<file path="config.mk">
export PLATFORM = sky130hd
export DESIGN_NAME = mms_cmd_sched
export DESIGN_NICKNAME = d
export VERILOG_FILES = /design/src/mms_cmd_ram.v /design/src/mms_cmd_sched.v
export VERILOG_INCLUDE_DIRS = /design/src
export SDC_FILE = /design/constraint.sdc
export NUM_CORES = 2
export LEC_CHECK = 0
export BUFFER_PORTS_ARGS = -buffer_cell sky130_fd_sc_hd__clkbuf_2
export CORE_MARGIN = 3
export CORE_UTILIZATION = 60
export DETAILED_ROUTE_END_ITERATION = 8
export HOLD_SLACK_MARGIN = 0.02
export PLACE_DENSITY = 0.77
export SLEW_MARGIN = 40
export SYNTH_ARGS = -nofsm -noshare
export SYNTH_HDL_FRONTEND = slang
export SYNTH_SLANG_ARGS = --single-unit
</file>
<file path="constraint.sdc">
create_clock -name clk -period 5.15 [get_ports clk]
set_input_delay 0.515 -clock clk [delete_from_list [all_inputs] [get_ports clk]]
set_output_delay 0.515 -clock clk [all_outputs]
set_load 0.02 [all_outputs]
</file>
<file path="src/mms_map.vh">
`ifndef MMS_MAP_VH
`define MMS_MAP_VH

// Register byte offsets
`define MMS_OFS_CTRL       12'h000
`define MMS_OFS_NUM        12'h004
`define MMS_OFS_TRIG       12'h008
`define MMS_OFS_STAT       12'h00c
`define MMS_OFS_PASS       12'h010
`define MMS_OFS_SKIP       12'h014
`define MMS_OFS_TBL        12'h100
`define MMS_WORDS_PER_CMD  3

// Command entry fields, word 0
`define MMS_F_DBADDR       17:0
`define MMS_F_MODE         21:20
`define MMS_F_SWAP         25:24
// Word 1
`define MMS_F_INTV         15:0
`define MMS_F_COUNT        25:16
// Word 2
`define MMS_F_NODE         7:0
`define MMS_F_FUNC         15:8
`define MMS_F_REMOTE       31:16

// Reset values
`define MMS_RST_RUN        1'h0
`define MMS_RST_NUM        5'h00

// Execution modes
`define MMS_MODE_DIS       2'h0
`define MMS_MODE_CONT      2'h1
`define MMS_MODE_EVT       2'h2
`define MMS_MODE_COND      2'h3

// Swap codes
`define MMS_SWAP_NONE      2'h0
`define MMS_SWAP_WORD      2'h1
`define MMS_SWAP_BOTH      2'h2
`define MMS_SWAP_BYTE      2'h3

// Function codes
`define MMS_FC_RD_COIL     8'h01
`define MMS_FC_RD_INP      8'h02
`define MMS_FC_RD_HREG     8'h03
`define MMS_FC_RD_IREG     8'h04
`define MMS_FC_WR_COIL     8'h05
`define MMS_FC_WR_REG      8'h06
`define MMS_FC_WR_COILS    8'h0f
`define MMS_FC_WR_REGS     8'h10

// Limits
`define MMS_WORD_ADDR_MAX  18'h0270f
`define MMS_BIT_ADDR_MAX   18'h270ff
`define MMS_WORD_CNT_MAX   10'h07d
`define MMS_BIT_CNT_MAX    10'h320
`define MMS_NODE_BCAST     8'h00

// Bus responses
`define MMS_RESP_OKAY      2'h0
`define MMS_RESP_SLVERR    2'h2

// Poll interval unit: one second at the core clock
`define MMS_TICK_S         1
`define MMS_CLK_HZ         20000000
`define MMS_TICK_CYC       (`MMS_TICK_S * `MMS_CLK_HZ)

`endif

</file>
<file path="src/mms_cmd_ram.v">
`timescale 1ns/1ps
module mms_cmd_ram #(
  parameter AW    = 6,
  parameter DEPTH = 48
) (
  input  wire          clk,
  input  wire          reset_n,
  input  wire [3:0]    we,
  input  wire [AW-1:0] waddr,
  input  wire [31:0]   wdata,
  input  wire [AW-1:0] raddr,
  output wire [31:0]   rdata
);
  reg [31:0] mem [0:DEPTH-1];
  reg [31:0] rdata_r;
  integer    b;

  always @(posedge clk) begin
    for (b = 0; b < 4; b = b + 1) begin
      if (we[b]) begin
        mem[waddr][b*8 +: 8] <= wdata[b*8 +: 8];
      end
    end
  end

  always @(posedge clk or negedge reset_n) begin
    if (!reset_n) begin
      rdata_r <= 32'h00000000;
    end else begin
      rdata_r <= mem[raddr];
    end
  end

  assign rdata = rdata_r;
endmodule // mms_cmd_ram

</file>
<file path="src/mms_cmd_sched.v">
// Functional notes
// - Mode 0 off, 1 continuous, 2 event, 3 conditional
// - Disabled entry still runs on manual trigger
// - Continuous, interval zero: issue every pass
// - Continuous, nonzero interval: issue on expiry, restart
// - Event mode issues on data change, writes only
// - Conditional issues on bit change, clears bits
// - Internal address is data source or destination
// - Word address to 9999 for word functions
// - Bit address accepted up to 159999
// - Poll interval is minimum spacing in seconds
// - Count 1-125 words or 1-800 bits
// - Functions 5 and 6 move exactly one point
// - Swap codes 0 none, 1 words, 2 both, 3 bytes
// - Reordering works on four-byte groups
// - Node 1-255, zero sends as broadcast
// - Only functions 1,2,3,4,5,6,15,16 supported
// - Remote address is zero-based offset
//
// Local design decisions: register access over AXI4-Lite and the placing of the registers.
`timescale 1ns/1ps
`include "mms_map.vh"
module mms_cmd_sched #(
  parameter N           = 16,
  parameter IDXW        = 4,
  parameter MAW         = 6,
  parameter TICK_CYCLES = `MMS_TICK_CYC
) (
  input  wire            clk,
  input  wire            reset_n,
  input  wire [11:0]     s_axi_awaddr,
  input  wire            s_axi_awvalid,
  output wire            s_axi_awready,
  input  wire [31:0]     s_axi_wdata,
  input  wire [3:0]      s_axi_wstrb,
  input  wire            s_axi_wvalid,
  output wire            s_axi_wready,
  output wire [1:0]      s_axi_bresp,
  output wire            s_axi_bvalid,
  input  wire            s_axi_bready,
  input  wire [11:0]     s_axi_araddr,
  input  wire            s_axi_arvalid,
  output wire            s_axi_arready,
  output wire [31:0]     s_axi_rdata,
  output wire [1:0]      s_axi_rresp,
  output wire            s_axi_rvalid,
  input  wire            s_axi_rready,
  input  wire [N-1:0]    event_chg,
  input  wire [N-1:0]    cond_chg,
  output wire            req_valid,
  input  wire            req_ready,
  output wire [IDXW-1:0] req_idx,
  output wire [7:0]      req_node,
  output wire            req_bcast,
  output wire [7:0]      req_func,
  output wire [17:0]     req_db_addr,
  output wire            req_db_bit,
  output wire [9:0]      req_count,
  output wire [15:0]     req_remote,
  output wire [1:0]      req_swap,
  output wire            cond_clr,
  output wire [IDXW-1:0] cond_clr_idx,
  input  wire            sw_in_valid,
  input  wire [1:0]      sw_in_code,
  input  wire [31:0]     sw_in_data,
  output wire            sw_out_valid,
  output wire [31:0]     sw_out_data
);
  localparam [2:0]  S_IDLE  = 3'h0;
  localparam [2:0]  S_FETCH = 3'h1;
  localparam [2:0]  S_EVAL  = 3'h2;
  localparam [2:0]  S_ISSUE = 3'h3;
  localparam [2:0]  S_NEXT  = 3'h4;
  localparam        TBL_END = `MMS_OFS_TBL + N * `MMS_WORDS_PER_CMD * 4;
  localparam        TICK_LAST = TICK_CYCLES - 1;

  function fc_supported;
    input [7:0] fc;
    begin
      case (fc)
        `MMS_FC_RD_COIL, `MMS_FC_RD_INP, `MMS_FC_RD_HREG, `MMS_FC_RD_IREG,
        `MMS_FC_WR_COIL, `MMS_FC_WR_REG, `MMS_FC_WR_COILS, `MMS_FC_WR_REGS:
          fc_supported = 1'b1;
        default: fc_supported = 1'b0;
      endcase
    end
  endfunction

  function fc_is_bit;
    input [7:0] fc;
    begin
      fc_is_bit = (fc == `MMS_FC_RD_COIL) || (fc == `MMS_FC_RD_INP) ||
                  (fc == `MMS_FC_WR_COIL) || (fc == `MMS_FC_WR_COILS);
    end
  endfunction

  function fc_is_single;
    input [7:0] fc;
    begin
      fc_is_single = (fc == `MMS_FC_WR_COIL) || (fc == `MMS_FC_WR_REG);
    end
  endfunction

  function [31:0] swap_group;
    input [1:0]  code;
    input [31:0] d;
    begin
      case (code)
        `MMS_SWAP_WORD: swap_group = {d[15:0], d[31:16]};
        `MMS_SWAP_BOTH: swap_group = {d[7:0], d[15:8], d[23:16], d[31:24]};
        `MMS_SWAP_BYTE: swap_group = {d[23:16], d[31:24], d[7:0], d[15:8]};
        default:        swap_group = d;
      endcase
    end
  endfunction

  function [IDXW-1:0] first_set;
    input [N-1:0] v;
    integer       k;
    begin
      first_set = {IDXW{1'b0}};
      for (k = N - 1; k >= 0; k = k - 1) begin
        if (v[k]) begin
          first_set = k[IDXW-1:0];
        end
      end
    end
  endfunction

  // Bus slave
  reg            awready_r, wready_r, bvalid_r, arready_r, rvalid_r;
  reg  [1:0]     bresp_r, rresp_r;
  reg  [31:0]    rdata_r;
  reg            aw_held_r, w_held_r;
  reg  [11:0]    aw_addr_r;
  reg  [31:0]    w_data_r;
  reg  [3:0]     w_strb_r;
  reg            run_r;
  reg  [IDXW:0]  num_r;
  reg  [31:0]    pass_cnt_r, skip_cnt_r;

  wire        wr_fire = aw_held_r && w_held_r && !bvalid_r;
  wire        tbl_wr  = (aw_addr_r >= `MMS_OFS_TBL) && (aw_addr_r < TBL_END);
  wire [11:0] tbl_off = aw_addr_r - `MMS_OFS_TBL;
  wire        wr_map  = tbl_wr || ((aw_addr_r <= `MMS_OFS_SKIP) && (aw_addr_r[1:0] == 2'h0));
  wire        trig_wr = wr_fire && (aw_addr_r == `MMS_OFS_TRIG) && w_strb_r[0];
  wire [3:0]  mem_we  = (wr_fire && tbl_wr) ? w_strb_r : 4'h0;

  // Scheduler state
  reg  [2:0]      state_r;
  reg  [IDXW-1:0] cur_idx_r, scan_idx_r;
  reg             man_r;
  reg  [1:0]      wcnt_r;
  reg  [31:0]     w0_r, w1_r, w2_r;
  reg  [N-1:0]    man_pend_r, evt_pend_r, cond_pend_r;
  reg  [16:0]     tmr_r [0:N-1];
  reg  [24:0]     tick_cnt_r;
  reg             tick_r;
  reg             req_valid_r, req_bcast_r, req_db_bit_r, cond_clr_r;
  reg  [IDXW-1:0] req_idx_r, cond_clr_idx_r;
  reg  [7:0]      req_node_r, req_func_r;
  reg  [17:0]     req_db_addr_r;
  reg  [9:0]      req_count_r;
  reg  [15:0]     req_remote_r;
  reg  [1:0]      req_swap_r;
  reg             sw_valid_r;
  reg  [31:0]     sw_data_r;

  wire [31:0]     mem_rdata;
  wire [MAW+1:0]  idx_ext  = {{(MAW+2-IDXW){1'b0}}, cur_idx_r};
  wire [MAW+1:0]  base_ext = (idx_ext << 1) + idx_ext;
  wire [1:0]      wsel     = (wcnt_r == 2'h3) ? 2'h2 : wcnt_r;
  wire [MAW-1:0]  mem_raddr = base_ext[MAW-1:0] + {{(MAW-2){1'b0}}, wsel};

  mms_cmd_ram #(
    .AW    (MAW),
    .DEPTH (N * `MMS_WORDS_PER_CMD)
  ) u_ram (
    .clk     (clk),
    .reset_n (reset_n),
    .we      (mem_we),
    .waddr   (tbl_off[MAW+1:2]),
    .wdata   (w_data_r),
    .raddr   (mem_raddr),
    .rdata   (mem_rdata)
  );

  // Entry decode and validation
  wire [1:0]  e_mode  = w0_r[`MMS_F_MODE];
  wire [17:0] e_addr  = w0_r[`MMS_F_DBADDR];
  wire [15:0] e_intv  = w1_r[`MMS_F_INTV];
  wire [9:0]  e_cnt   = w1_r[`MMS_F_COUNT];
  wire [7:0]  e_func  = w2_r[`MMS_F_FUNC];
  wire        e_bit   = fc_is_bit(e_func);
  wire        e_one   = fc_is_single(e_func);
  wire        e_wr    = e_one || (e_func == `MMS_FC_WR_COILS) || (e_func == `MMS_FC_WR_REGS);
  wire        addr_ok = e_bit ? (e_addr <= `MMS_BIT_ADDR_MAX) :
                                (e_addr <= `MMS_WORD_ADDR_MAX);
  wire        cnt_ok  = e_one || ((e_cnt != 10'h000) &&
                        (e_cnt <= (e_bit ? `MMS_BIT_CNT_MAX : `MMS_WORD_CNT_MAX)));
  wire        mode_ok = man_r || (e_mode == `MMS_MODE_DIS) || (e_mode == `MMS_MODE_CONT) ||
                        ((e_mode == `MMS_MODE_EVT) && e_wr) ||
                        ((e_mode == `MMS_MODE_COND) && e_wr && e_bit);
  wire        cfg_ok  = fc_supported(e_func) && addr_ok && cnt_ok && mode_ok;
  wire        due     = man_r ? 1'b1 :
                        (e_mode == `MMS_MODE_CONT) ? ((e_intv == 16'h0000) ||
                                                      (tmr_r[cur_idx_r] == 17'h00000)) :
                        (e_mode == `MMS_MODE_EVT)  ? evt_pend_r[cur_idx_r] :
                        (e_mode == `MMS_MODE_COND) ? cond_pend_r[cur_idx_r] :
                        1'b0;
  wire        go      = cfg_ok && due;
  wire        issue   = (state_r == S_ISSUE) && req_ready;
  wire [N-1:0] cur_oh = {{(N-1){1'b0}}, 1'b1} << cur_idx_r;
  wire [N-1:0] trig_oh = {{(N-1){1'b0}}, 1'b1} << w_data_r[IDXW-1:0];
  wire        man_done = man_r && (issue || ((state_r == S_EVAL) && !go));
  wire [N-1:0] man_clr = cur_oh & {N{man_done}};
  wire [N-1:0] ent_clr = cur_oh & {N{issue}};
  wire [IDXW:0] scan_inc = {1'b0, scan_idx_r} + {{IDXW{1'b0}}, 1'b1};
  wire [16:0] tmr_load = {1'b0, e_intv} + {16'h0000, (e_intv != 16'h0000)};

  always @(posedge clk or negedge reset_n) begin
    if (!reset_n) begin
      awready_r <= 1'b1;
      wready_r  <= 1'b1;
      bvalid_r  <= 1'b0;
      bresp_r   <= `MMS_RESP_OKAY;
      aw_held_r <= 1'b0;
      w_held_r  <= 1'b0;
      aw_addr_r <= 12'h000;
      w_data_r  <= 32'h00000000;
      w_strb_r  <= 4'h0;
      run_r     <= `MMS_RST_RUN;
      num_r     <= `MMS_RST_NUM;
    end else begin
      if (s_axi_awvalid && awready_r) begin
        aw_held_r <= 1'b1;
        aw_addr_r <= s_axi_awaddr;
        awready_r <= 1'b0;
      end
      if (s_axi_wvalid && wready_r) begin
        w_held_r <= 1'b1;
        w_data_r <= s_axi_wdata;
        w_strb_r <= s_axi_wstrb;
        wready_r <= 1'b0;
      end
      if (wr_fire) begin
        aw_held_r <= 1'b0;
        w_held_r  <= 1'b0;
        bvalid_r  <= 1'b1;
        bresp_r   <= wr_map ? `MMS_RESP_OKAY : `MMS_RESP_SLVERR;
        if ((aw_addr_r == `MMS_OFS_CTRL) && w_strb_r[0]) begin
          run_r <= w_data_r[0];
        end
        if ((aw_addr_r == `MMS_OFS_NUM) && w_strb_r[0]) begin
          num_r <= (w_data_r[IDXW:0] > N) ? N[IDXW:0] : w_data_r[IDXW:0];
        end
      end
      if (bvalid_r && s_axi_bready) begin
        bvalid_r  <= 1'b0;
        awready_r <= 1'b1;
        wready_r  <= 1'b1;
      end
    end
  end

  always @(posedge clk or negedge reset_n) begin
    if (!reset_n) begin
      arready_r <= 1'b1;
      rvalid_r  <= 1'b0;
      rresp_r   <= `MMS_RESP_OKAY;
      rdata_r   <= 32'h00000000;
    end else if (s_axi_arvalid && arready_r) begin
      arready_r <= 1'b0;
      rvalid_r  <= 1'b1;
      rresp_r   <= `MMS_RESP_OKAY;
      case (s_axi_araddr)
        `MMS_OFS_CTRL: rdata_r <= {31'h00000000, run_r};
        `MMS_OFS_NUM:  rdata_r <= {{(31-IDXW){1'b0}}, num_r};
        `MMS_OFS_STAT: rdata_r <= {{(16-IDXW){1'b0}}, cur_idx_r, 5'h00, state_r,
                                   6'h00, req_valid_r, run_r};
        `MMS_OFS_PASS: rdata_r <= pass_cnt_r;
        `MMS_OFS_SKIP: rdata_r <= skip_cnt_r;
        default: begin
          // Table words are write-only; the read port belongs to the scheduler
          rdata_r <= 32'h00000000;
          if (!((s_axi_araddr == `MMS_OFS_TRIG) ||
                ((s_axi_araddr >= `MMS_OFS_TBL) && (s_axi_araddr < TBL_END)))) begin
            rresp_r <= `MMS_RESP_SLVERR;
          end
        end
      endcase
    end else if (rvalid_r && s_axi_rready) begin
      rvalid_r  <= 1'b0;
      arready_r <= 1'b1;
    end
  end

  // Pending flags: a new set wins over a clear in the same cycle
  always @(posedge clk or negedge reset_n) begin
    if (!reset_n) begin
      man_pend_r  <= {N{1'b0}};
      evt_pend_r  <= {N{1'b0}};
      cond_pend_r <= {N{1'b0}};
    end else begin
      man_pend_r  <= (man_pend_r & ~man_clr) | (trig_wr ? trig_oh : {N{1'b0}});
      evt_pend_r  <= (evt_pend_r & ~ent_clr) | event_chg;
      cond_pend_r <= (cond_pend_r & ~ent_clr) | cond_chg;
    end
  end

  always @(posedge clk or negedge reset_n) begin
    if (!reset_n) begin
      tick_cnt_r <= 25'h0000000;
      tick_r     <= 1'b0;
    end else begin
      tick_r     <= (tick_cnt_r == TICK_LAST);
      tick_cnt_r <= (tick_cnt_r == TICK_LAST) ? 25'h0000000 : tick_cnt_r + 25'h0000001;
    end
  end

  // Loading one past the interval keeps the spacing a true minimum despite tick phase
  integer i;
  always @(posedge clk or negedge reset_n) begin
    if (!reset_n) begin
      for (i = 0; i < N; i = i + 1) begin
        tmr_r[i] <= 17'h00000;
      end
    end else begin
      for (i = 0; i < N; i = i + 1) begin
        if (issue && (cur_idx_r == i) && (e_mode == `MMS_MODE_CONT)) begin
          tmr_r[i] <= tmr_load;
        end else if (tick_r && (tmr_r[i] != 17'h00000)) begin
          tmr_r[i] <= tmr_r[i] - 17'h00001;
        end
      end
    end
  end

  always @(posedge clk or negedge reset_n) begin
    if (!reset_n) begin
      state_r <= S_IDLE;
      cur_idx_r <= {IDXW{1'b0}};
      scan_idx_r <= {IDXW{1'b0}};
      man_r <= 1'b0;
      wcnt_r <= 2'h0;
      w0_r <= 32'h00000000;
      w1_r <= 32'h00000000;
      w2_r <= 32'h00000000;
      pass_cnt_r <= 32'h00000000;
      skip_cnt_r <= 32'h00000000;
      req_valid_r <= 1'b0;
      req_idx_r <= {IDXW{1'b0}};
      req_node_r <= 8'h00;
      req_bcast_r <= 1'b0;
      req_func_r <= 8'h00;
      req_db_addr_r <= 18'h00000;
      req_db_bit_r <= 1'b0;
      req_count_r <= 10'h000;
      req_remote_r <= 16'h0000;
      req_swap_r <= 2'h0;
      cond_clr_r <= 1'b0;
      cond_clr_idx_r <= {IDXW{1'b0}};
    end else begin
      cond_clr_r <= 1'b0;
      case (state_r)
        S_IDLE: begin
          wcnt_r <= 2'h0;
          if (man_pend_r != {N{1'b0}}) begin
            cur_idx_r <= first_set(man_pend_r);
            man_r <= 1'b1;
            state_r <= S_FETCH;
          end else if ({1'b0, scan_idx_r} >= num_r) begin
            scan_idx_r <= {IDXW{1'b0}};
          end else if (run_r) begin
            cur_idx_r <= scan_idx_r;
            man_r <= 1'b0;
            state_r <= S_FETCH;
          end
        end
        S_FETCH: begin
          wcnt_r <= wcnt_r + 2'h1;
          if (wcnt_r != 2'h0) begin
            w0_r <= w1_r;
            w1_r <= w2_r;
            w2_r <= mem_rdata;
          end
          if (wcnt_r == 2'h3) begin
            state_r <= S_EVAL;
          end
        end
        S_EVAL: begin
          if (go) begin
            req_valid_r <= 1'b1;
            req_idx_r <= cur_idx_r;
            req_node_r <= w2_r[`MMS_F_NODE];
            req_bcast_r <= (w2_r[`MMS_F_NODE] == `MMS_NODE_BCAST);
            req_func_r <= e_func;
            req_db_addr_r <= e_addr;
            req_db_bit_r <= e_bit;
            req_count_r <= e_one ? 10'h001 : e_cnt;
            req_remote_r <= w2_r[`MMS_F_REMOTE];
            req_swap_r <= w0_r[`MMS_F_SWAP];
            state_r <= S_ISSUE;
          end else begin
            if (!cfg_ok) begin
              skip_cnt_r <= skip_cnt_r + 32'h00000001;
            end
            state_r <= S_NEXT;
          end
        end
        S_ISSUE: begin
          if (req_ready) begin
            req_valid_r <= 1'b0;
            if (e_mode == `MMS_MODE_COND) begin
              cond_clr_r <= 1'b1;
              cond_clr_idx_r <= cur_idx_r;
            end
            state_r <= S_NEXT;
          end
        end
        S_NEXT: begin
          if (!man_r) begin
            if (scan_inc >= num_r) begin
              scan_idx_r <= {IDXW{1'b0}};
              pass_cnt_r <= pass_cnt_r + 32'h00000001;
            end else begin
              scan_idx_r <= scan_inc[IDXW-1:0];
            end
          end
          state_r <= S_IDLE;
        end
        default: state_r <= S_IDLE;
      endcase
    end
  end

  // Swap path, one 32-bit group per beat
  always @(posedge clk or negedge reset_n) begin
    if (!reset_n) begin
      sw_valid_r <= 1'b0;
      sw_data_r  <= 32'h00000000;
    end else begin
      sw_valid_r <= sw_in_valid;
      if (sw_in_valid) begin
        sw_data_r <= swap_group(sw_in_code, sw_in_data);
      end
    end
  end

  assign s_axi_awready = awready_r;
  assign s_axi_wready  = wready_r;
  assign s_axi_bresp   = bresp_r;
  assign s_axi_bvalid  = bvalid_r;
  assign s_axi_arready = arready_r;
  assign s_axi_rdata   = rdata_r;
  assign s_axi_rresp   = rresp_r;
  assign s_axi_rvalid  = rvalid_r;
  assign req_valid     = req_valid_r;
  assign req_idx       = req_idx_r;
  assign req_node      = req_node_r;
  assign req_bcast     = req_bcast_r;
  assign req_func      = req_func_r;
  assign req_db_addr   = req_db_addr_r;
  assign req_db_bit    = req_db_bit_r;
  assign req_count     = req_count_r;
  assign req_remote    = req_remote_r;
  assign req_swap      = req_swap_r;
  assign cond_clr      = cond_clr_r;
  assign cond_clr_idx  = cond_clr_idx_r;
  assign sw_out_valid  = sw_valid_r;
  assign sw_out_data   = sw_data_r;
endmodule // mms_cmd_sched

</file>
Yosys cells after proc, flatten, opt, wreduce, memory -nomap -nowiden:

Memories as Yosys holds them, arrays and structs flattened. A register that Yosys moved wholly into a read port is not among the register bits.
Cells that the tools add are included.

* flip-flop bits (word level): 712
* latch bits: 0
* RAM bits: 1536
* memory bits (read-only): 32
* input port bits: 135
* output and inout bits: 148
* word-level logic and storage cells: 445
* memories kept: 2

Memory list
* u_ram.mem: words 48, bits a word 32, rd ports 1, clocked after memory_dff 1, write ports 1, RTL line mms_cmd_ram.v:14 `reg [31:0] mem [0:DEPTH-1];`
* (no name shown): words 32, bits a word 1, rd ports 1, clocked after memory_dff 0, write ports 0, RTL line mms_cmd_sched.v:80 `case (fc)`

* $add $sub $neg: 25
* multiply operators: 0
* div/mod/pow operators: 0
* magnitude comparators: 13
* eq/ne operators: 49
* shift operators: 2
* muxes and demuxes: 120
* bitwise logic cells: 14
* reductions and logical operators: 160

Operators with widths (number)
* $mux W17: 34
* $reduce_bool A17 Y1: 16
* $sub A17 B1 Y17 const B: 16
* $pmux W32 S5: 1
* $mux W4: 24
* $pmux W32 S3: 1
* $and A16 B16 Y16: 5
* $logic_and A1 B1 Y1: 74
* $bmux W17 S4: 1
* $add A32 B1 Y32 const B: 2
* $reduce_bool A2 Y1: 27
* $or A16 B16 Y16: 3
* $mux W1: 38
* $eq A12 B4 Y1 const B: 3
* $eq A4 B4 Y1 const B: 8
* $not A16 Y16: 2
* $reduce_bool A16 Y1: 2
* $shl A1 B4 Y16 const A: 2
* $add A25 B1 Y25 const B: 1
* $eq A25 B25 Y1 const B: 1
* $mux W25: 1
* $eq A12 B3 Y1 const B: 2
* $eq A12 B5 Y1 const B: 2
* $ge A12 B9 Y1 const B: 2
* other kinds (57): 115

Longest topological paths before layout:

* depth in word-level cells: 19
* gate-level depth with buffers: 16
* depth with buffers taken out: 12

Modules after synthesis:

Synthesis repeated with hierarchy kept, for this count alone.

* cell total of the unflattened synthesis: 6578
* area, all modules: 96682.7 µm²

By module, submodules not included
* mms_cmd_ram: times used 1, cells an instance 3115, area an instance 61516.5 µm², seq. area each 46925.0 µm²
* mms_cmd_sched: times used 1, cells an instance 3463, area an instance 35166.2 µm², seq. area each 17670.7 µm²

Worst setup path before layout:

Ideal clock, no wire load.

* path type: register to register
* start point: reg cur_idx_r[0]
* end point: reg u_ram.rdata_r[0] (netlist: u_ram.rdata[0]) (read register of u_ram.mem)
* library setup time: 0.137 ns
* data arrival time: 4.155 ns
* required time: 5.013 ns
* path slack: 0.858 ns
* stages on the path, launching flop included: 14
* path buffers: 5
* clock period less this slack: 4.292 ns
* path through: dfrtp_1 buf_2 clkinv_1 fa_1 inv_1 ha_1 fa_1 clkbuf_1 buf_1 clkbuf_1 clkbuf_1 mux4_2 nor2_1 a21oi_1

* word-level cells in the longest chain between the ends: 2

Ends and longest elaborated chain
* start: declaration: RTL line mms_cmd_sched.v:151 `reg [IDXW-1:0] cur_idx_r, scan_idx_r;`
* start signal: assignment: RTL line mms_cmd_sched.v:342 `cur_idx_r <= {IDXW{1'b0}};`
* start signal: assignment: RTL line mms_cmd_sched.v:369 `cur_idx_r <= first_set(man_pend_r);`
* start signal: assignment: RTL line mms_cmd_sched.v:375 `cur_idx_r <= scan_idx_r;`
* $add A5 B4 Y6: RTL line mms_cmd_sched.v:171 `wire [MAW+1:0] base_ext = (idx_ext << 1) + idx_ext;`
* $add A6 B2 Y6: RTL line mms_cmd_sched.v:173 `wire [MAW-1:0] mem_raddr = base_ext[MAW-1:0] + {{(MAW-2){1'b0}}, wsel};`
* end: declaration: RTL line mms_cmd_ram.v:15 `reg [31:0] rdata_r;`

Every way passes these cells.
A chain may end at the register's enable or synchronous reset.

Worst setup path in the final report:

* start point: reg wcnt_r[0]
* end point: reg u_ram.rdata_r[27] (netlist: u_ram.rdata[27]) (read register of u_ram.mem)

* word-level cells in the longest chain between the ends: 3

Ends and longest elaborated chain
* start: declaration: RTL line mms_cmd_sched.v:153 `reg [1:0] wcnt_r;`
* start signal: assignment: RTL line mms_cmd_sched.v:381 `wcnt_r <= wcnt_r + 2'h1;`
* $eq A2 B2 Y1: RTL line mms_cmd_sched.v:172 `wire [1:0] wsel = (wcnt_r == 2'h3) ? 2'h2 : wcnt_r;`
* $mux W2 *: RTL line mms_cmd_sched.v:172
* $add A6 B2 Y6 *: RTL line mms_cmd_sched.v:173

Mark *: on every way between the ends. The rest lies on a longest branch, timed or not.

==> results.md <==
- Outcome: finished with violations
- Violations in the final reports: DRC
- GR Util All Layers: a little under a third
- Max frequency: about 0.25 GHz
- Vias in the first global route: around 57000
- Total negative slack for setup checks: 0 ps
- Area fraction of the dominant cell type after synthesis: a little under 50%
- Width of the die: ~400 um
- Proportion of synthesized flip-flops having asynchronous set or reset: between 30% and 40%
- Layout cell share with drive strength beyond 1: around 25%
- Count of port buffers added during placement: 280
- Post-CTS setup-driven buffer insertion count: 0
- Antenna violations before repair: 10
- Filler Cell Count: approximately 10000
- Number of enable-type register cells in the synthesized netlist: about 1500
- Required @ worst endpoint: 5880 ps
- Remaining routing DRC violations: 47
- Static power due to leakage: about 37 nW
- Average size of a mapped cell: 15.90 um^2
- Placer congestion estimate: between 0.8 and 0.9
- Time the final worst path needs with I/O delays and setup: just over 4000 ps
- Endpoint class of the critical path: register
- Power Dens Cells: 648.0 nW/um^2
- Number of distinct library cell variants in the gate-level netlist after synthesis: 75
- Sort of element at the start of the critical path: register
- Antenna Violating Nets Remaining: 0
- Top post-synthesis cells by area: sky130_fd_sc_hd__edfxtp_1 49%, sky130_fd_sc_hd__dfrtp_1 19%, sky130_fd_sc_hd__mux4_2 12%
- Number of top-level pins: around 280
- Core Rows: approximately 150
- Register area share after synthesis: between 60% and 70%
- Count of instances resized after the clock tree is built: 0
- Startpoint of the most critical register-to-register path: wcnt_r[0]
- Max-cap violations: 0
- Synthesized instance count: 5960
- Launch point of the critical path: wcnt_r[0]
- Maximum level of the CTS H-tree: 4
- Detailed-router iteration count before antenna repair: 9
- 1st-iter DRT viols: 7575
- Largest net degree at the start of global routing: 120
- Endpoint of the most critical setup path: u_ram.rdata[27]
- Yosys warning total: 0
- Wire length of the first global-routing pass: roughly 380000 um
- Placeable Area: 156600 um^2
- Most used flip-flop cell after synthesis: sky130_fd_sc_hd__edfxtp_1
- Flop-to-flop setup slack: 1110 ps
- Final-stage net count: ~6600
- CTS buffer count: 216
- Max Buffers Root-to-Sink: 3
- Worst reg2reg path depth: 10
- Clock Sink Count: 2274
- Final HPWL from detailed placement: 150800 um
- Clock tree root buffer cell: sky130_fd_sc_hd__clkbuf_16
- Period utilisation layout: 78.44%
- TritonCTS clock tree: yes
- Vias per cell: between 6 and 7
- Post-synthesis instance area: about 95000 um^2
- Via count of the routed design: about 56000
- Average wire per standard cell: between 20 and 30 um
- Maximum fanout along the worst path: 37
- RSZ-0062 raised after global routing: no
- Transition time of the tightest slew-check pin: a little over 900 ps
- Wire length reported by the detailed router: between 200000 and 300000 um
- Final global-route overflow total: 0
- Worst supply voltage drop on vdd: approximately 0.84 mV
- Final setup violating endpoints: 0
- Chip height: just over 400 um
- Final hold viol count: 0
- Crit Reg-Reg Endpoint: u_ram.rdata[27]
- Full die area: about 160000 um^2
- Arrival time reported for the critical path endpoint: 4770 ps
- Final count of pins violating max slew: 0
- Path class of the lowest-slack min-delay path: primary input to register
- Worst setup path class: register to register
- Worst setup skew after layout: between 40 and 50 ps
- Relative slew margins: a little under two fifths
- Area growth from synthesis to layout: 13.65%
- Total of flip-flops plus latches after synthesis: 2274
- Post-CTS clock slew at the launch and capture registers of the worst setup and hold paths: approximately 60 ps
- Insertion delay to the later sink of the worst-skew pair: a little under 900 ps
- Initial standard-cell utilization of the core: 60.51%
- Cell type contributing the most total cell area after synthesis: sky130_fd_sc_hd__edfxtp_1
- Final Power: roughly 70 mW
[synth_stat cells (35+ instances only)]
master / n
sky130_fd_sc_hd__mux4_2: 488
sky130_fd_sc_hd__nor4_1: 98
sky130_fd_sc_hd__xor2_1: 97
sky130_fd_sc_hd__a21oi_1: 312
sky130_fd_sc_hd__mux2_2: 253
sky130_fd_sc_hd__o21ai_0: 122
sky130_fd_sc_hd__a21o_1: 37
sky130_fd_sc_hd__mux2i_1: 68
sky130_fd_sc_hd__buf_1: 57
sky130_fd_sc_hd__nand4_1: 35
sky130_fd_sc_hd__and3_1: 40
sky130_fd_sc_hd__nand2_1: 305
sky130_fd_sc_hd__nor2_1: 634
sky130_fd_sc_hd__dfrtp_1: 735
sky130_fd_sc_hd__inv_1: 98
sky130_fd_sc_hd__nor3_1: 90
sky130_fd_sc_hd__ha_1: 56
sky130_fd_sc_hd__nand3_1: 89
sky130_fd_sc_hd__xnor2_1: 231
sky130_fd_sc_hd__edfxtp_1: 1536
sky130_fd_sc_hd__clkbuf_1: 233
[per-stage QoR]
step	utilization (%)	hold WS, ps	cells	worst slack, ps	cell area (um^2)
after floorplan	-	219.4	5961	857.7	94740
after global placement	63.19	454.3	8108	1250	98930
after detailed placement	63.38	435.6	8114	1218	99230
after CTS	68.60	59.91	8609	1133	107400
after global routing	68.76	109.8	8613	939.6	107700
final	68.77	110.3	8617	1110	107700
[power breakdown]
group | total [mW] | switching [mW] | internal (mW)
Sequential | 24.1 | 1.57 | 22.5
Clock | 16.4 | 6.98 | 9.42
Combinational | 29.3 | 15.8 | 13.5
Total | 69.8 | 24.4 | 45.4
[worst max-delay path, cell delays in order (launching register included)]
cell and delay (ps):
sky130_fd_sc_hd__dfrtp_1 410, sky130_fd_sc_hd__ha_1 190, sky130_fd_sc_hd__nor2_1 60, sky130_fd_sc_hd__fa_1 510, sky130_fd_sc_hd__inv_1 80, sky130_fd_sc_hd__ha_4 170
sky130_fd_sc_hd__fa_4 1170, sky130_fd_sc_hd__buf_12 340, sky130_fd_sc_hd__mux4_2 610, sky130_fd_sc_hd__mux2i_1 230, sky130_fd_sc_hd__a21oi_1 100
[flip-flops by register name, summed over array words and instances (netlist names), 18 cells and up]
signal	cells
w_data_r	32
tmr_r	272
pass_cnt_r	32
req_db_addr	18
w2_r	32
w1_r	26
sw_out_data	32
u_ram.mem	1536
s_axi_rdata	32
u_ram.rdata	32
tick_cnt_r	25
skip_cnt_r	32
w0_r	22
[cell type report]
cell class / instances / area, um^2 / area share (%)
Multi-Input combinational cell: 3287 / 29230 / 27.15
Clock buffer: 291 / 5914 / 5.493
Timing Repair Buffer: 485 / 3567 / 3.313
Clock inverter: 116 / 1379 / 1.281
Inverter: 99 / 371.6 / 0.3451
Sequential cell: 2274 / 64610 / 60.01
Antenna cell: 7 / 17.52 / 0.01627
Tap cell: 2058 / 2575 / 2.392
[per-layer routing]
layer  up-vias  track usage [%]  share of wire, %
met3       718            7.584               9.7
met1     28584            40.53                36
met4         6            14.56               5.3
met5         -           0.5352             0.027
met2      3257            50.19                49
li1      23594                -                 -
[layout by cell type (no fill, tap or decap), types with 18 or more instances in the layout]
cell	count
sky130_fd_sc_hd__xor2_1	93
sky130_fd_sc_hd__buf_12	24
sky130_fd_sc_hd__mux4_2	488
sky130_fd_sc_hd__xnor2_1	219
sky130_fd_sc_hd__ha_1	52
sky130_fd_sc_hd__nand2b_1	18
sky130_fd_sc_hd__clkinv_2	32
sky130_fd_sc_hd__clkbuf_2	276
sky130_fd_sc_hd__a21o_1	37
sky130_fd_sc_hd__nor2b_1	24
sky130_fd_sc_hd__bufinv_16	27
sky130_fd_sc_hd__edfxtp_1	1536
sky130_fd_sc_hd__clkbuf_1	59
sky130_fd_sc_hd__clkbuf_16	222
sky130_fd_sc_hd__o21ai_0	122
sky130_fd_sc_hd__or3_1	29
sky130_fd_sc_hd__nor2_1	537
sky130_fd_sc_hd__mux2i_1	68
sky130_fd_sc_hd__a22oi_1	21
sky130_fd_sc_hd__nand3_1	89
sky130_fd_sc_hd__nand2_1	287
sky130_fd_sc_hd__nor3_1	88
sky130_fd_sc_hd__dlygate4sd3_1	88
sky130_fd_sc_hd__and3_1	40
sky130_fd_sc_hd__nand4_1	35
sky130_fd_sc_hd__clkinv_1	38
sky130_fd_sc_hd__or4_1	25
sky130_fd_sc_hd__buf_4	85
sky130_fd_sc_hd__dfrtp_1	729
sky130_fd_sc_hd__nor4_1	95
sky130_fd_sc_hd__mux2_2	253
sky130_fd_sc_hd__nor2_2	96
sky130_fd_sc_hd__inv_1	98
sky130_fd_sc_hd__a21oi_1	311
[logic make-up after synthesis]
| logic type | Yosys count | share of synthesized area [%] |
|---|---|---|
| AOI/OAI and AO/OA | 622 | 3.858 |
| buffers and inverters | 400 | 1.659 |
| and+or+nand+nor | 1468 | 7.157 |
| xor gates and xnor gates | 328 | 3.032 |
| adders and majority gates | 58 | 0.7818 |
| DFF | 2274 | 68.18 |
| muxes | 809 | 15.33 |
| other | 1 | 0.003958 |
[worst min-delay path by stage]
stage	start	end	slack, ps	cells after the start
final	s_axi_araddr[7]	s_axi_rresp[1]	110	4
after global routing	s_axi_araddr[6]	s_axi_rresp[1]	110	4
after CTS	s_axi_araddr[6]	s_axi_rresp[1]	60	4
after detailed placement	reset_n	s_axi_rdata[29]	440	1
after global placement	cond_pend_r[15]	cond_pend_r[15]	450	1
after floorplan	reset_n	aw_addr_r[0]	220	0
[timing repair]
item / in CTS / in global routing
setup endpoints to repair: 0 / 0
hold buffers: 88 / 0
endpoints found under the hold margin: 266 / 0
(Power assumes the default switching activity.)
